`config.mk`:
```
export PLATFORM = sky130hd
export DESIGN_NAME = spims_core
export DESIGN_NICKNAME = d
export VERILOG_FILES = /design/src/common/spims_pkg.sv /design/src/hdl/spims_core.sv
export VERILOG_INCLUDE_DIRS = /design/src /design/src/common
export SDC_FILE = /design/constraint.sdc
export NUM_CORES = 1
export LEC_CHECK = 0
export BUFFER_PORTS_ARGS = -buffer_cell sky130_fd_sc_hd__buf_2
export CORE_MARGIN = 2
export CORE_UTILIZATION = 35
export DETAILED_ROUTE_END_ITERATION = 8
export PLACE_DENSITY = 0.68
export SYNTH_ARGS = -nofsm -noshare
export SYNTH_HDL_FRONTEND = slang
export SYNTH_SLANG_ARGS = --single-unit
```
`constraint.sdc`:
```
create_clock -name pclk -period 6.5 [get_ports pclk]
set_clock_uncertainty 0.15 [all_clocks]
set_input_delay 0 -clock pclk [delete_from_list [all_inputs] [get_ports pclk]]
set_output_delay 0 -clock pclk [all_outputs]
set_load 0.05 [all_outputs]
```
`src/common/spims_defs.svh`:
```
// register offsets, field positions, reset values and timing counts of the serial block
`ifndef SPIMS_DEFS_SVH
`define SPIMS_DEFS_SVH
// ************************************************************
// register indices (byte address is four times the index)
// ************************************************************
`define SPIMS_IDX_DATA       10'h021
`define SPIMS_IDX_CTRL       10'h022
`define SPIMS_IDX_CSR        10'h023
// ************************************************************
// serial_control fields
// ************************************************************
`define SPIMS_CR_IRQ_EN      7
`define SPIMS_CR_PE          6
`define SPIMS_CR_RATE_DIV    5
`define SPIMS_CR_MASTER      4
`define SPIMS_CR_CLOCK_POLARITY        3
`define SPIMS_CR_CLOCK_PHASE        2
`define SPIMS_CR_RATE_HI     1
`define SPIMS_CR_RATE_LO     0
// ************************************************************
// serial_control_status fields
// ************************************************************
`define SPIMS_CSR_TC         7
`define SPIMS_CSR_WRITE_COLLISION_FLAG       6
`define SPIMS_CSR_OVR        5
`define SPIMS_CSR_MODE_FAULT_FLAG       4
`define SPIMS_CSR_SOD        2
`define SPIMS_CSR_SSM        1
`define SPIMS_CSR_SSI        0
// ************************************************************
// reset values
// ************************************************************
`define SPIMS_CTRL_RESET     8'h00
`define SPIMS_CSR_RESET      8'h00
`define SPIMS_DATA_RESET     8'h00
// ************************************************************
// timing: half serial clock period in cpu cycles per rate code
// ************************************************************
`define SPIMS_HALF_DIV4      7'h02
`define SPIMS_HALF_DIV8      7'h04
`define SPIMS_HALF_DIV16     7'h08
`define SPIMS_HALF_DIV32     7'h10
`define SPIMS_HALF_DIV64     7'h20
`define SPIMS_HALF_DIV128    7'h40
`define SPIMS_EDGES_PER_BYTE 5'h10
`endif

```
`src/common/spims_pkg.sv`:
```
// types shared by the serial block and its bench
package spims_pkg;
   typedef struct packed {
      logic sck;
      logic mosi;
      logic miso;
      logic ss_n;
   } spims_pin_in_s;
   typedef struct packed {
      logic sck_o;
      logic sck_oe;
      logic mosi_o;
      logic mosi_oe;
      logic miso_o;
      logic miso_oe;
      logic ss_pin_used;
   } spims_pin_out_s;
endpackage

```
`src/hdl/spims_core.sv`:
```
// serial master/slave peripheral with apb register access
// Behaviour
// - irq_enable gates transfer-complete, mode-fault and overrun flags onto the interrupt.
// - peripheral_enable resets low; clear frees pins; master fault clears it.
// - master rate bits select cpu clock divided by 4 to 128.
// - rate bits are ignored while the block is a slave.
// - master_select drives clock out, swaps data pins; fault forces slave.
// - clock_polarity sets the idle level of the serial clock.
// - clock_phase zero samples on first edge, one on second edge.
// - upper four control bits clear at reset.
// - transfer complete sets at end; cleared by status read then data access.
// - data writes ignored while transfer complete set until status is read.
// - data write during a transfer sets write collision; cleared by software sequence.
// - overrun sets if a byte completes while flag set; status read clears.
// - mode fault on low select in master; control access then write clears.
// - output_disable disconnects the serial data output of the current role.
// - select_management ignores the select pin and uses internal_select.
// - internal_select zero selects, one deselects.
// - status register reads zero after reset.
// - master data write loads the shifter and starts a byte exchange.
// - received byte copied to buffer at completion; reads return the buffer.
// - after overrun the buffer keeps the first unread byte; later ones lost.
// - write collision never interrupts and leaves the transfer running.
// - fault clears enable and master; sets refused outside the clearing sequence.
`include "spims_defs.svh"
module spims_core #(
   parameter int ADDR_W = 12
) (
   input  wire logic                    pclk,
   input  wire logic                    presetn,
   input  wire logic                    psel,
   input  wire logic                    penable,
   input  wire logic                    pwrite,
   input  wire logic [ADDR_W-1:0]       paddr,
   input  wire logic [31:0]             pwdata,
   output logic      [31:0]             prdata,
   output logic                         pready,
   output logic                         pslverr,
   output logic                         irq,
   input  wire spims_pkg::spims_pin_in_s  pins_in,
   output spims_pkg::spims_pin_out_s      pins_out
);
   // ************************************************************
   // pin synchronisers
   // ************************************************************
   logic [3:0] sync1_r;
   logic [3:0] sync2_r;
   logic       sck_d_r;
   always_ff @(posedge pclk or negedge presetn) begin
      if (!presetn) begin
         sync1_r <= 4'hf;
         sync2_r <= 4'hf;
         sck_d_r <= 1'b1; // same level as the synchroniser so no false edge after reset
      end else begin
         sync1_r <= {pins_in.sck, pins_in.mosi, pins_in.miso, pins_in.ss_n};
         sync2_r <= sync1_r;
         sck_d_r <= sync2_r[3];
      end
   end
   logic sck_s;
   logic mosi_s;
   logic miso_s;
   logic ss_pin_s;
   assign sck_s    = sync2_r[3];
   assign mosi_s   = sync2_r[2];
   assign miso_s   = sync2_r[1];
   assign ss_pin_s = sync2_r[0];

   // ************************************************************
   // state
   // ************************************************************
   logic [7:0] ctrl_r;
   logic [7:0] ctrl_nxt;
   logic [7:0] csr_r;
   logic [7:0] csr_nxt;
   logic [7:0] rxbuf_r;
   logic [7:0] rxbuf_nxt;
   logic [7:0] sh_r;
   logic [7:0] sh_nxt;
   logic [7:0] rx_r;
   logic [7:0] rx_nxt;
   logic [6:0] cnt_r;
   logic [6:0] cnt_nxt;
   logic [4:0] ecnt_r;
   logic [4:0] ecnt_nxt;
   logic       busy_r;
   logic       busy_nxt;
   logic       sck_r;
   logic       sck_nxt;
   logic       csr_seen_r;
   logic       csr_seen_nxt;
   logic       mode_fault_flag_arm_r;
   logic       mode_fault_flag_arm_nxt;

   // ************************************************************
   // decode and helpers
   // ************************************************************
   logic       acc;
   logic       wr;
   logic       rd;
   logic       sel_dr;
   logic       sel_cr;
   logic       sel_csr;
   logic       pe;
   logic       ms;
   logic       clock_phase;
   logic       ss_int_n;
   logic       slv_act;
   logic [6:0] half;
   logic       edge_ev;
   logic [4:0] e;
   logic       sample;
   logic       change;
   logic       done;
   logic [7:0] rx_v;

   assign acc     = psel & penable;
   assign wr      = acc & pwrite;
   assign rd      = acc & ~pwrite;
   assign sel_dr  = paddr[ADDR_W-1:2] == `SPIMS_IDX_DATA;
   assign sel_cr  = paddr[ADDR_W-1:2] == `SPIMS_IDX_CTRL;
   assign sel_csr = paddr[ADDR_W-1:2] == `SPIMS_IDX_CSR;
   assign pe      = ctrl_r[`SPIMS_CR_PE];
   assign ms      = ctrl_r[`SPIMS_CR_MASTER];
   assign clock_phase    = ctrl_r[`SPIMS_CR_CLOCK_PHASE];
   // software select replaces the pin entirely when managed internally
   assign ss_int_n = csr_r[`SPIMS_CSR_SSM] ? csr_r[`SPIMS_CSR_SSI] : ss_pin_s;
   assign slv_act  = pe & ~ms & ~ss_int_n;

   // rate decode only feeds the master divider, so slaves never see it
   always_comb begin
      unique case ({ctrl_r[`SPIMS_CR_RATE_DIV], ctrl_r[`SPIMS_CR_RATE_HI],
                    ctrl_r[`SPIMS_CR_RATE_LO]})
         3'h4:    half = `SPIMS_HALF_DIV4;
         3'h0:    half = `SPIMS_HALF_DIV8;
         3'h1:    half = `SPIMS_HALF_DIV16;
         3'h6:    half = `SPIMS_HALF_DIV32;
         3'h2:    half = `SPIMS_HALF_DIV64;
         3'h3:    half = `SPIMS_HALF_DIV128;
         default: half = `SPIMS_HALF_DIV128;
      endcase
   end

   // ************************************************************
   // next state
   // ************************************************************
   always_comb begin
      ctrl_nxt     = ctrl_r;
      csr_nxt      = csr_r;
      rxbuf_nxt    = rxbuf_r;
      sh_nxt       = sh_r;
      rx_nxt       = rx_r;
      cnt_nxt      = cnt_r;
      ecnt_nxt     = ecnt_r;
      busy_nxt     = busy_r;
      sck_nxt      = sck_r;
      csr_seen_nxt = csr_seen_r;
      mode_fault_flag_arm_nxt = mode_fault_flag_arm_r;
      edge_ev      = 1'b0;
      e            = 5'h00;
      sample       = 1'b0;
      change       = 1'b0;
      done         = 1'b0;
      rx_v         = rx_r;

      // serial clock edges: own divider as master, synced pin as slave
      if (ms) begin
         if (busy_r) begin
            if (cnt_r == half - 7'h01) begin
               cnt_nxt = 7'h00;
               edge_ev = 1'b1;
            end else begin
               cnt_nxt = cnt_r + 7'h01;
            end
         end else begin
            sck_nxt = ctrl_r[`SPIMS_CR_CLOCK_POLARITY];
         end
      end else if (slv_act) begin
         edge_ev = sck_s ^ sck_d_r;
      end else begin
         // deselect mid-byte abandons the partial byte
         ecnt_nxt = 5'h00;
      end

      if (edge_ev) begin
         e        = ecnt_r + 5'h01;
         ecnt_nxt = e;
         if (ms) begin
            sck_nxt = ~sck_r;
         end
         sample = e[0] ^ clock_phase;
         change = ~sample & ~(clock_phase & (e == 5'h01)) & ~(~clock_phase & (e == `SPIMS_EDGES_PER_BYTE));
         if (sample) begin
            rx_v   = {rx_r[6:0], ms ? miso_s : mosi_s};
            rx_nxt = rx_v;
         end
         if (change) begin
            sh_nxt = {sh_r[6:0], 1'b0};
         end
         if (e == `SPIMS_EDGES_PER_BYTE) begin
            done     = 1'b1;
            ecnt_nxt = 5'h00;
            busy_nxt = 1'b0;
         end
      end

      // status read arms the clear sequences and drops overrun
      if (rd && sel_csr) begin
         csr_seen_nxt = 1'b1;
         csr_nxt[`SPIMS_CSR_OVR] = 1'b0;
      end
      if (wr && sel_csr) begin
         csr_nxt[`SPIMS_CSR_SOD] = pwdata[`SPIMS_CSR_SOD];
         csr_nxt[`SPIMS_CSR_SSM] = pwdata[`SPIMS_CSR_SSM];
         csr_nxt[`SPIMS_CSR_SSI] = pwdata[`SPIMS_CSR_SSI];
      end

      // data register access
      if (acc && sel_dr && csr_seen_r) begin
         csr_nxt[`SPIMS_CSR_TC]   = 1'b0;
         csr_nxt[`SPIMS_CSR_WRITE_COLLISION_FLAG] = 1'b0;
         csr_seen_nxt = 1'b0;
      end
      if (wr && sel_dr) begin
         if (csr_r[`SPIMS_CSR_TC] && !csr_seen_r) begin
            // write dropped silently
         end else if (busy_r || (slv_act && ecnt_r != 5'h00)) begin
            csr_nxt[`SPIMS_CSR_WRITE_COLLISION_FLAG] = 1'b1;
         end else begin
            sh_nxt = pwdata[7:0];
            if (ms && pe) begin
               busy_nxt = 1'b1;
               cnt_nxt  = 7'h00;
               ecnt_nxt = 5'h00;
            end
         end
      end

      // control register and the mode-fault clear sequence
      if (acc && sel_cr && csr_r[`SPIMS_CSR_MODE_FAULT_FLAG]) begin
         mode_fault_flag_arm_nxt = 1'b1;
      end
      if (wr && sel_cr) begin
         ctrl_nxt = pwdata[7:0];
         if (mode_fault_flag_arm_r) begin
            csr_nxt[`SPIMS_CSR_MODE_FAULT_FLAG] = 1'b0;
            mode_fault_flag_arm_nxt = 1'b0;
         end else if (csr_r[`SPIMS_CSR_MODE_FAULT_FLAG]) begin
            ctrl_nxt[`SPIMS_CR_PE]     = 1'b0;
            ctrl_nxt[`SPIMS_CR_MASTER] = 1'b0;
         end
      end

      // completion: set wins over any clear in the same cycle
      if (done) begin
         if (csr_r[`SPIMS_CSR_TC]) begin
            csr_nxt[`SPIMS_CSR_OVR] = 1'b1;
         end else begin
            rxbuf_nxt = rx_v;
         end
         csr_nxt[`SPIMS_CSR_TC] = 1'b1;
      end

      // mode fault: low select seen while enabled master
      if (pe && ms && !ss_int_n) begin
         csr_nxt[`SPIMS_CSR_MODE_FAULT_FLAG]   = 1'b1;
         ctrl_nxt[`SPIMS_CR_PE]     = 1'b0;
         ctrl_nxt[`SPIMS_CR_MASTER] = 1'b0;
         busy_nxt = 1'b0;
         ecnt_nxt = 5'h00;
         sck_nxt  = ctrl_r[`SPIMS_CR_CLOCK_POLARITY];
      end
      if (!pe) begin
         busy_nxt = 1'b0;
      end
      csr_nxt[3] = 1'b0;
   end

   // ************************************************************
   // registers
   // ************************************************************
   always_ff @(posedge pclk or negedge presetn) begin
      if (!presetn) begin
         ctrl_r     <= `SPIMS_CTRL_RESET;
         csr_r      <= `SPIMS_CSR_RESET;
         rxbuf_r    <= `SPIMS_DATA_RESET;
         sh_r       <= `SPIMS_DATA_RESET;
         rx_r       <= `SPIMS_DATA_RESET;
         cnt_r      <= 7'h00;
         ecnt_r     <= 5'h00;
         busy_r     <= 1'b0;
         sck_r      <= 1'b0;
         csr_seen_r <= 1'b0;
         mode_fault_flag_arm_r <= 1'b0;
      end else begin
         ctrl_r     <= ctrl_nxt;
         csr_r      <= csr_nxt;
         rxbuf_r    <= rxbuf_nxt;
         sh_r       <= sh_nxt;
         rx_r       <= rx_nxt;
         cnt_r      <= cnt_nxt;
         ecnt_r     <= ecnt_nxt;
         busy_r     <= busy_nxt;
         sck_r      <= sck_nxt;
         csr_seen_r <= csr_seen_nxt;
         mode_fault_flag_arm_r <= mode_fault_flag_arm_nxt;
      end
   end

   // ************************************************************
   // bus answer, interrupt and pins
   // ************************************************************
   always_comb begin
      prdata = 32'h0000_0000;
      if (sel_dr) begin
         prdata[7:0] = rxbuf_r;
      end else if (sel_cr) begin
         prdata[7:0] = ctrl_r;
      end else if (sel_csr) begin
         prdata[7:0] = csr_r;
      end
   end
   // zero wait states; unmapped words answer with an error
   assign pready  = 1'b1;
   assign pslverr = acc & ~(sel_dr | sel_cr | sel_csr);
   // write collision deliberately left out of the interrupt
   assign irq = ctrl_r[`SPIMS_CR_IRQ_EN] & (csr_r[`SPIMS_CSR_TC] | csr_r[`SPIMS_CSR_MODE_FAULT_FLAG] |
                                          csr_r[`SPIMS_CSR_OVR]);

   always_comb begin
      pins_out.sck_o       = (ms && busy_r) ? sck_r : ctrl_r[`SPIMS_CR_CLOCK_POLARITY];
      pins_out.sck_oe      = pe & ms;
      pins_out.mosi_o      = sh_r[7];
      pins_out.mosi_oe     = pe & ms & ~csr_r[`SPIMS_CSR_SOD];
      pins_out.miso_o      = sh_r[7];
      pins_out.miso_oe     = slv_act & ~csr_r[`SPIMS_CSR_SOD];
      pins_out.ss_pin_used = pe & ~csr_r[`SPIMS_CSR_SSM];
   end
endmodule // spims_core

```
# Word-level counts from Yosys, hierarchy flattened
# Index checks and enable logic that the tools add are counted.
dict set report classes {
  addsub 3
  muxes 72
  bitwise 33
  eq_ne 10
  n_reduce_logical 24
}
# cell n
set ops {}
lappend ops {{8-bit 2-to-1 mux} 10}
lappend ops {{7-bit 2-to-1 mux} 8}
lappend ops {{5-bit 2-to-1 mux} 9}
lappend ops {{1-bit 2-to-1 mux} 43}
lappend ops {{7-bit case mux with 5 select lines} 1}
lappend ops {{10-bit by 6-bit equality test with 1-bit output (second input constant)} 3}
lappend ops {{1-bit AND} 15}
lappend ops {{1-bit logical AND} 13}
lappend ops {{1-bit NOT} 12}
lappend ops {{2-bit nonzero test} 4}
lappend ops {{7-bit by 1-bit adder with 7-bit output (second input constant)} 1}
lappend ops {{7-bit equality test} 1}
lappend ops {{7-bit by 1-bit subtractor with 7-bit output (second input constant)} 1}
lappend ops {{3-bit equality test (second input constant)} 2}
lappend ops {{5-bit by 1-bit adder with 5-bit output (second input constant)} 1}
lappend ops {{5-bit by 1-bit equality test with 1-bit output (second input constant)} 1}
lappend ops {{5-bit equality test (second input constant)} 1}
lappend ops {{5-bit nonzero test} 1}
lappend ops {{1-bit OR} 4}
lappend ops {{2-bit AND reduction} 2}
lappend ops {{3-bit by 1-bit equality test with 1-bit output (second input constant)} 1}
lappend ops {{3-bit by 2-bit equality test with 1-bit output (second input constant)} 1}
lappend ops {{3-bit logical NOT} 1}
lappend ops {{1-bit logical NOT} 2}
lappend ops {{3 further kinds} 4}
dict set report word_totals {
  word_cells 160
  regBits 64
  inputBits 53
  out_inout_bits 42
}

# Longest topological paths before layout
# Gate-level depths: netlist of the first run.
dict set report logic_depth {
  word_depth 14
  depth_mapped 11
  ltp_nobuf 9
}

# Least setup slack after synthesis of the first run
# OpenSTA, ideal clock, no wires.
dict set report synth_path {
  path_type {register -> register}
  from {register ctrl_r[1]}
  to {register rxbuf_r[1]}
  slack_ps 3579
  stages_incl_launch_ff 11
  setup_time_ps 125
  path_buffers 2
  arrival_ps 2646
  required_ps 6225
  period_less_slack_ps 2921
  path_cell_list {dfrtp_1 -> buf_6 -> or3_2 -> ha_1 -> xor2_1 -> a211o_1 -> o211a_1 -> buf_6 -> o21ai_4 -> mux2_2 -> mux2_2}
}
dict set report synth_between {
  elab_chain_cells 9
  word_cells_on_any_way 14
  classes_between {add/sub: 1; eq/ne: 5; mux: 6; reduce/logical: 2}
}
# element line_no
set synth_lines {}
lappend synth_lines {{from (decl)} spims_core.sv:72} ;# logic [7:0] ctrl_r;
lappend synth_lines {{from (signal assigned)} spims_core.sv:284} ;# ctrl_r <= `SPIMS_CTRL_RESET;
lappend synth_lines {{from (signal assigned)} spims_core.sv:296} ;# ctrl_r <= ctrl_nxt;
lappend synth_lines {{3-bit by 2-bit equality test with 1-bit output (tied with other cells)} spims_core.sv:132} ;# unique case ({ctrl_r[`SPIMS_CR_RATE_DIV], ctrl_r[`SPIMS_CR_RATE_HI],
lappend synth_lines {{7-bit case mux with 5 select lines (*)} spims_core.sv:132}
lappend synth_lines {{7-bit by 1-bit subtractor with 7-bit output (*)} spims_core.sv:169} ;# if (cnt_r == half - 7'h01) begin
lappend synth_lines {{7-bit equality test (*)} spims_core.sv:169}
lappend synth_lines {{1-bit 2-to-1 mux (*)} spims_core.sv:169}
lappend synth_lines {{1-bit 2-to-1 mux (*)} spims_core.sv:168} ;# if (busy_r) begin
lappend synth_lines {{1-bit 2-to-1 mux (*)} spims_core.sv:167} ;# if (ms) begin
lappend synth_lines {{1-bit 2-to-1 mux} spims_core.sv:185} ;# if (edge_ev) begin
lappend synth_lines {{2-bit AND reduction (no line)} -}
lappend synth_lines {{to (signal assigned)} spims_core.sv:286} ;# rxbuf_r <= `SPIMS_DATA_RESET;
lappend synth_lines {{to (signal assigned)} spims_core.sv:298} ;# rxbuf_r <= rxbuf_nxt;
lappend synth_lines {{to (decl)} spims_core.sv:76} ;# logic [7:0] rxbuf_r;
# Mark *: on every way between the ends. The rest lies on a longest branch, timed or not.
# A chain may end at the register's enable or synchronous reset.

# Final worst setup path of the first run
dict set report layout_path {
  from {register ctrl_r[1]}
  to {register rxbuf_r[3]}
}
# Same word-level chain as after synthesis.

==> results of run 1 <==
final timing paths:
kind,endpoint,start,depth (start not counted),slack (ps)
hold reg to reg,sync2_r[3]$_DFF_PN1_,sync1_r[3]$_DFF_PN1_,0,210
max in group asynchronous,cnt_r[1]$_DFF_PN0_,presetn,3,5460
min in group asynchronous,rxbuf_r[1]$_DFFE_PN0P_,presetn,3,220
setup reg to reg,rxbuf_r[3]$_DFFE_PN0P_,ctrl_r[1]$_DFFE_PN0P_,8,3280
setup / recovery,rxbuf_r[3]$_DFFE_PN0P_,ctrl_r[1]$_DFFE_PN0P_,8,3280
hold / removal,csr_r[6]$_DFF_PN0_,paddr[2],4,30
registers in the layout, summed over array words and instances (netlist names), 4 cells and up:
signal and cells:
cnt_r 7, csr_r 7, ctrl_r 8, ecnt_r 5, rx_r 8, rxbuf_r 8
sh_r 8, sync1_r 4, sync2_r 4
area by class of cell:
type                    instances  area share, %
inverters                      11          0.980
well taps                     136           4.04
repair buffers                 62           9.51
multi-input cells             258           41.2
clock inverters                 6           2.73
clock buffers                  10           3.27
flip-flops and latches         64           38.3
repair_timing:
action,in CTS,in global routing
endpoints found under the setup margin,0,0
hold buffers,17,0
hold endpoints to repair,82,0
gates resized for setup,0,0
stage by stage:
stage | util, % | instances | total power, µW | hold WS [ps]
after detailed placement | 37.2 | 514 | 475 | -43.7
final | 41.4 | 547 | 907 | 25.3
after CTS | 41.4 | 547 | 914 | 16.0
after floorplan | - | 374 | 465 | -446
after global routing | 41.4 | 547 | 937 | 35.2
after global placement | 37.2 | 514 | 473 | -44.5
cell usage in the layout (no fill, tap or decap), types with 10 or more instances in the layout:
cell	netlist	layout
a21oi_1	15	15
buf_2	0	43
clkbuf_8	1	10
conb_1	2	25
dfrtp_1	55	55
dlygate4sd3_1	0	17
inv_1	11	11
mux2_2	24	24
mux2i_1	17	17
nand2_1	39	39
nand3_1	16	16
nor2_1	15	15
o21ai_0	21	21
power breakdown:
group | internal [µW] | switching [µW] | total, µW
Combinational | 16.8 | 51.8 | 68.6
Clock | 267 | 166 | 433
Sequential | 404 | 1.98 | 406
worst max-delay path, stage by stage, from the launching register on:
cell	delay, ps
dfrtp_1	500
or3_2	510
ha_1	200
xor2_1	170
a2111oi_2	330
o211a_1	450
o21ai_4	180
mux2_2	340
mux2_2	270
metal layers:
layer	up-vias	global-route usage [%]	wire length (µm)
li1	1306	-	-
met1	1318	20.1	3760
met2	74	22.2	3670
met3	14	3.46	281
met4	0	5.17	165
met5	-	0	0
kinds of logic after synthesis:
group / synth area share, %
fa+ha+maj: 1.73
mux: 12.2
simple gates: 16.5
flops: 44.6
buf+inv: 9.73
xor+xnor: 2.42
other cells: 0.208
compound gates: 12.6
==> results.toml, run 1 <==
[run_status]
outcome = "finished, final reports clean"

[timing]
setup_viol_count_final = 0
min_period_over_period_pct = 49.5
hold_viol_final = 0
maxSlewHeadroom_pct = 19.9
rsz0062_at_grt = "false"
layout_setup_ws_ps = 3280
max_freq_mhz = 311
fin_crit_ps = 3220
tns_ps = 0
max_slew.worst_pin.slew_ps = 1200
drv_slew = 0

[clock_tree]
clock-sinks = 64
post_cts_buffers = 0
cts_root_buffer = "clkbuf_8"
cts_buffer_depth = 2
numCtsBuffers = 9
clkTransAtPathRegs_ps = 80
cts_tree = "done"
clk_latency_ps = 340
h-tree-depth = 3

[finish]
register_area_um2 = 1610
drive_above_1_share_pct = 26.5
syn2layout_area_growth_pct = 16.6
final_nets = 464
multiInputGateArea_um2 = 1730
diodes = 0
final_area_um2 = 4210
fillCellCount = 1017

[synth]
synth_top_area_share_pct = 38.1
synth_edf_count = 0
netlist_area_um2 = 3610
synthesis.instances = 351
synth-warning-count = 0
ys_seq_area_share_pct = 44.6
synth_area_leaders = "dfrtp_1 (38%), mux2_2 (7.5%), dfstp_2 (6.5%)"
synth_area_per_cell_um2 = 10.3
yosysTopAreaCell = "dfrtp_1"
ys_async_sr_fraction_pct = 100
ys.flop_type = "dfrtp_1"
synth.distinct_cells = 61
synth_common_cells = "dfrtp_1 (55), nand2_1 (39), buf_4 (31), mux2_2 (24), o21ai_0 (21)"
ys_seq_elements = 64
yosysMostFrequentCell = "dfrtp_1"

[grt]
grt_antenna_before_repair = 0
gr-total-overflow = 0
gr-usage-all-layers_pct = 14.5
grt_pass1_wl_um = 12800
grt_max_degree = 65
grt_pass1_vias = 2604

[die]
die_area_um2 = 11100
row_count = 37
chipHeight_um = 106
dieWidth_um = 106
pin_count = 95
initial_core_util_pct = 35.5
fp.coreArea_um2 = 10200

[critical_path]
critPathKind = "flip-flop to flip-flop"
critPathArrivalTime_ps = 3290
cp.required_ps = 6580
end_kind = "flip-flop"
crit_fanout = 10
worst_setup_path_start_kind = "flip-flop"

[place]
dp.final_hpwl_um = 5590
place_ws_ps = 3260
globalplace.congestion = 0.889
port_buffers = 43
placed_cell_area_um2 = 3790

[routing]
drcViolationCount = 0
first_iter_violations = 103
viasPerCell = 4.96
vias = 2712
routed_wl_um = 7880
ant_nets = 0
post_drt_wl_per_cell_um = 14.4
dr.pass1.iters = 4

[pwr]
p_leak_uw = 0.00198
p_per_area_nw_per_um2 = 215
peakVddDrop_mv = 0.198

[flow_run]
cap_violations = 0

[hold_path]
hold_path.class = "input pin to flip-flop"
Power figures use the tool's default switching activity.
==> inputs of run 2 (changes only) <==
--- a/config.mk
+++ b/config.mk
@@ -6,11 +6,12 @@
 export SDC_FILE = /design/constraint.sdc
 export NUM_CORES = 1
 export LEC_CHECK = 0
+export ABC_AREA = 1
 export BUFFER_PORTS_ARGS = -buffer_cell sky130_fd_sc_hd__buf_2
 export CORE_MARGIN = 2
 export CORE_UTILIZATION = 35
 export DETAILED_ROUTE_END_ITERATION = 8
-export PLACE_DENSITY = 0.68
+export PLACE_DENSITY = 0.7
 export SYNTH_ARGS = -nofsm -noshare
 export SYNTH_HDL_FRONTEND = slang
 export SYNTH_SLANG_ARGS = --single-unit
==> constraint.sdc (replaced) <==
create_clock -name pclk -period 2.7 [get_ports pclk]
set_clock_uncertainty 0.15 [all_clocks]
set_input_delay 0 -clock pclk [delete_from_list [all_inputs] [get_ports pclk]]
set_output_delay 0 -clock pclk [all_outputs]
set_load 0.05 [all_outputs]
==> results.toml, run 2 <==
[critical_path]
r2r-start = "ctrl_r[5]$_DFFE_PN0P_"
critPathKind = "input pin to flip-flop"
end_kind = "flip-flop"
rr_endpoint = "rxbuf_r[4]$_DFFE_PN0P_"
r2r_cells = 15
worst_setup_path_start_kind = "input pin"
critPathArrivalTime_ps = 2610
cp.required_ps = 2790
crit_fanout = 3
r2r_slack_ps = 220

[synth]
netlist_area_um2 = 3740
ys_seq_area_share_pct = 43.1
ys_async_sr_fraction_pct = 100
synth-warning-count = 0
ys.flop_type = "dfrtp_1"
yosysTopAreaCell = "dfrtp_1"
synthesis.instances = 489
synth_common_cells = "nand2_1 (130), inv_1 (65), dfrtp_1 (55), nor2_1 (42), o21ai_0 (37)"
synth.distinct_cells = 40
synth_area_leaders = "dfrtp_1 (37%), nand2_1 (13%), inv_1 (6.5%)"
yosysMostFrequentCell = "nand2_1"
synth_edf_count = 0
synth_top_area_share_pct = 36.8
synth_area_per_cell_um2 = 7.66
ys_seq_elements = 64

[place]
placed_cell_area_um2 = 3970
port_buffers = 43
dp.final_hpwl_um = 6150
place_ws_ps = 215
globalplace.congestion = 0.889

[routing]
drcViolationCount = 0
drt-met1-wl_um = 3960
dr.pass1.iters = 5
wl_met2_um = 4230
wl_met3_um = 422
ant_nets = 0
routed_wl_um = 8770
vias = 3301
viasPerCell = 4.71
route.top_layer_used = "met4"
post_drt_wl_per_cell_um = 12.5
first_iter_violations = 233

[timing]
tns_ps = 0
layout_setup_ws_ps = 178
min_period_over_period_pct = 93.4
max_freq_mhz = 396
rsz0062_at_grt = "false"
hold_viol_final = 0
max_slew.worst_pin.slew_ps = 698
drv_slew = 0
setup_viol_count_final = 0
maxSlewHeadroom_pct = 53.5
fin_crit_ps = 2520

[clock_tree]
h-tree-depth = 3
cts_buffer_depth = 2
clk_latency_ps = 340
clkTransAtPathRegs_ps = 80
clock-sinks = 64
numCtsBuffers = 9
cts_tree = "done"
cts_root_buffer = "clkbuf_8"

[pwr]
p_switching_uw = 534
internal_power_uw = 1630
seqPwrFrac_pct = 45.1
p_per_area_nw_per_um2 = 480
p_sw_share_pct = 24.7
p_leak_uw = 0.00233
pwr-share-clk_pct = 47.1
pwr-share-comb_pct = 7.8
peakVddDrop_mv = 0.276

[finish]
register_area_um2 = 1610
fillCellCount = 1039
multiInputGateArea_um2 = 1690
final_area_um2 = 4500
finish.utilization_pct = 43.4
final_nets = 618
drive_above_1_share_pct = 17.9
final_cell_mix = "nand2_1 (130), inv_1 (65), dfrtp_1 (55)"
final_common_cell = "nand2_1"
diodes = 0
syn2layout_area_growth_pct = 20.2

[die]
row_count = 37
initial_core_util_pct = 36.1
chipHeight_um = 107
pin_count = 95
die_area_um2 = 11500
dieWidth_um = 107
fp.coreArea_um2 = 10400

[flow_run]
cap_violations = 0

[grt]
grt_pass1_vias = 3050
grt_antenna_before_repair = 0
gr-total-overflow = 0
grt_max_degree = 37
grt_pass1_wl_um = 14100
gr-usage-all-layers_pct = 15.5

[hold_path]
hold_path.class = "input pin to flip-flop"
holdPathEnd = "csr_r[6]$_DFF_PN0_"
min_from = "paddr[5]"
whs_path_depth = 6

[run_status]
outcome = "finished, final reports clean"
[run 2: cell types whose count changed after synthesis, sizes merged, moves of 13 or more]
cell,change
o21ai,+27
inv,+61
mux2,-24
nand3,+23
mux2i,-16
nand2,+94
nor2,+31
a21oi,-13
[run 2: layout make-up]
cell class                      count  area share (%)
Clock buffer                        9            2.75
Sequential cell                    64            35.9
Clock inverter                      7            2.67
Multi-Input combinational cell    341            37.6
Tap cell                          136            3.78
Inverter                           72            6.01
Timing Repair Buffer               72            11.3
[run 2: per-stage QoR]
stage,hold slack [ps],power [µW],std cells
floorplan,-446,1110,512
global placement,-65.6,1140,657
detailed placement,-61.0,1140,657
CTS,23.1,2170,698
global route,79.9,2230,701
finish,40.2,2160,701
[run 2: power by group through the flow]
stage	Clock [µW]	Combinational [µW]	Sequential (µW)
2_1_floorplan	0	121	993
3_3_place_gp	0	143	993
3_5_place_dp	0	144	993
4_1_cts	1020	169	975
5_1_grt	1070	183	976
6_report	1020	169	975
[run 2: worst max path at each step]
stage,startpoint,end,depth (start not counted)
floorplan,ctrl_r[5]$_DFFE_PN0P_,sh_r[4]$_DFF_PN0_,14
global placement,ctrl_r[5]$_DFFE_PN0P_,rxbuf_r[3]$_DFFE_PN0P_,14
detailed placement,ctrl_r[5]$_DFFE_PN0P_,rxbuf_r[3]$_DFFE_PN0P_,14
CTS,ctrl_r[5]$_DFFE_PN0P_,rxbuf_r[3]$_DFFE_PN0P_,14
global route,paddr[4],mode_fault_flag_arm_r$_DFF_PN0_,9
finish,paddr[10],mode_fault_flag_arm_r$_DFF_PN0_,9
[run 2: critical path, cell delays in order]
cell and delay [ps]:
dlygate4sd3_1 530, buf_2 110, nor2_1 110, nand4_1 210, nor3_2 210, dlygate4sd3_1 570
nand2_1 90, dlygate4sd3_1 570, o31ai_1 210
[run 2: cells by family after synthesis]
kind of cell,Yosys count,share of synthesized area (%)
mux,1,0.267
flops,64,43.1
simple gates,237,28.5
compound gates,65,10.1
other cells,2,0.201
xor+xnor,7,1.64
buf+inv,108,14.6
fa+ha+maj,5,1.67
[run 2: layer usage]
metal	GRT usage (%)	vias to the layer above
met5	0	-
met4	6.68	0
met3	2.72	14
met2	25.2	119
met1	20.4	1533
li1	-	1635
[run 2: timing repair]
item                                   4_1_cts  5_1_grt
setup endpoints to repair                    0       11
endpoints found under the hold margin       55        0
hold buffers                                25        0
gates resized for setup                      0        2
buffers inserted                             0        2
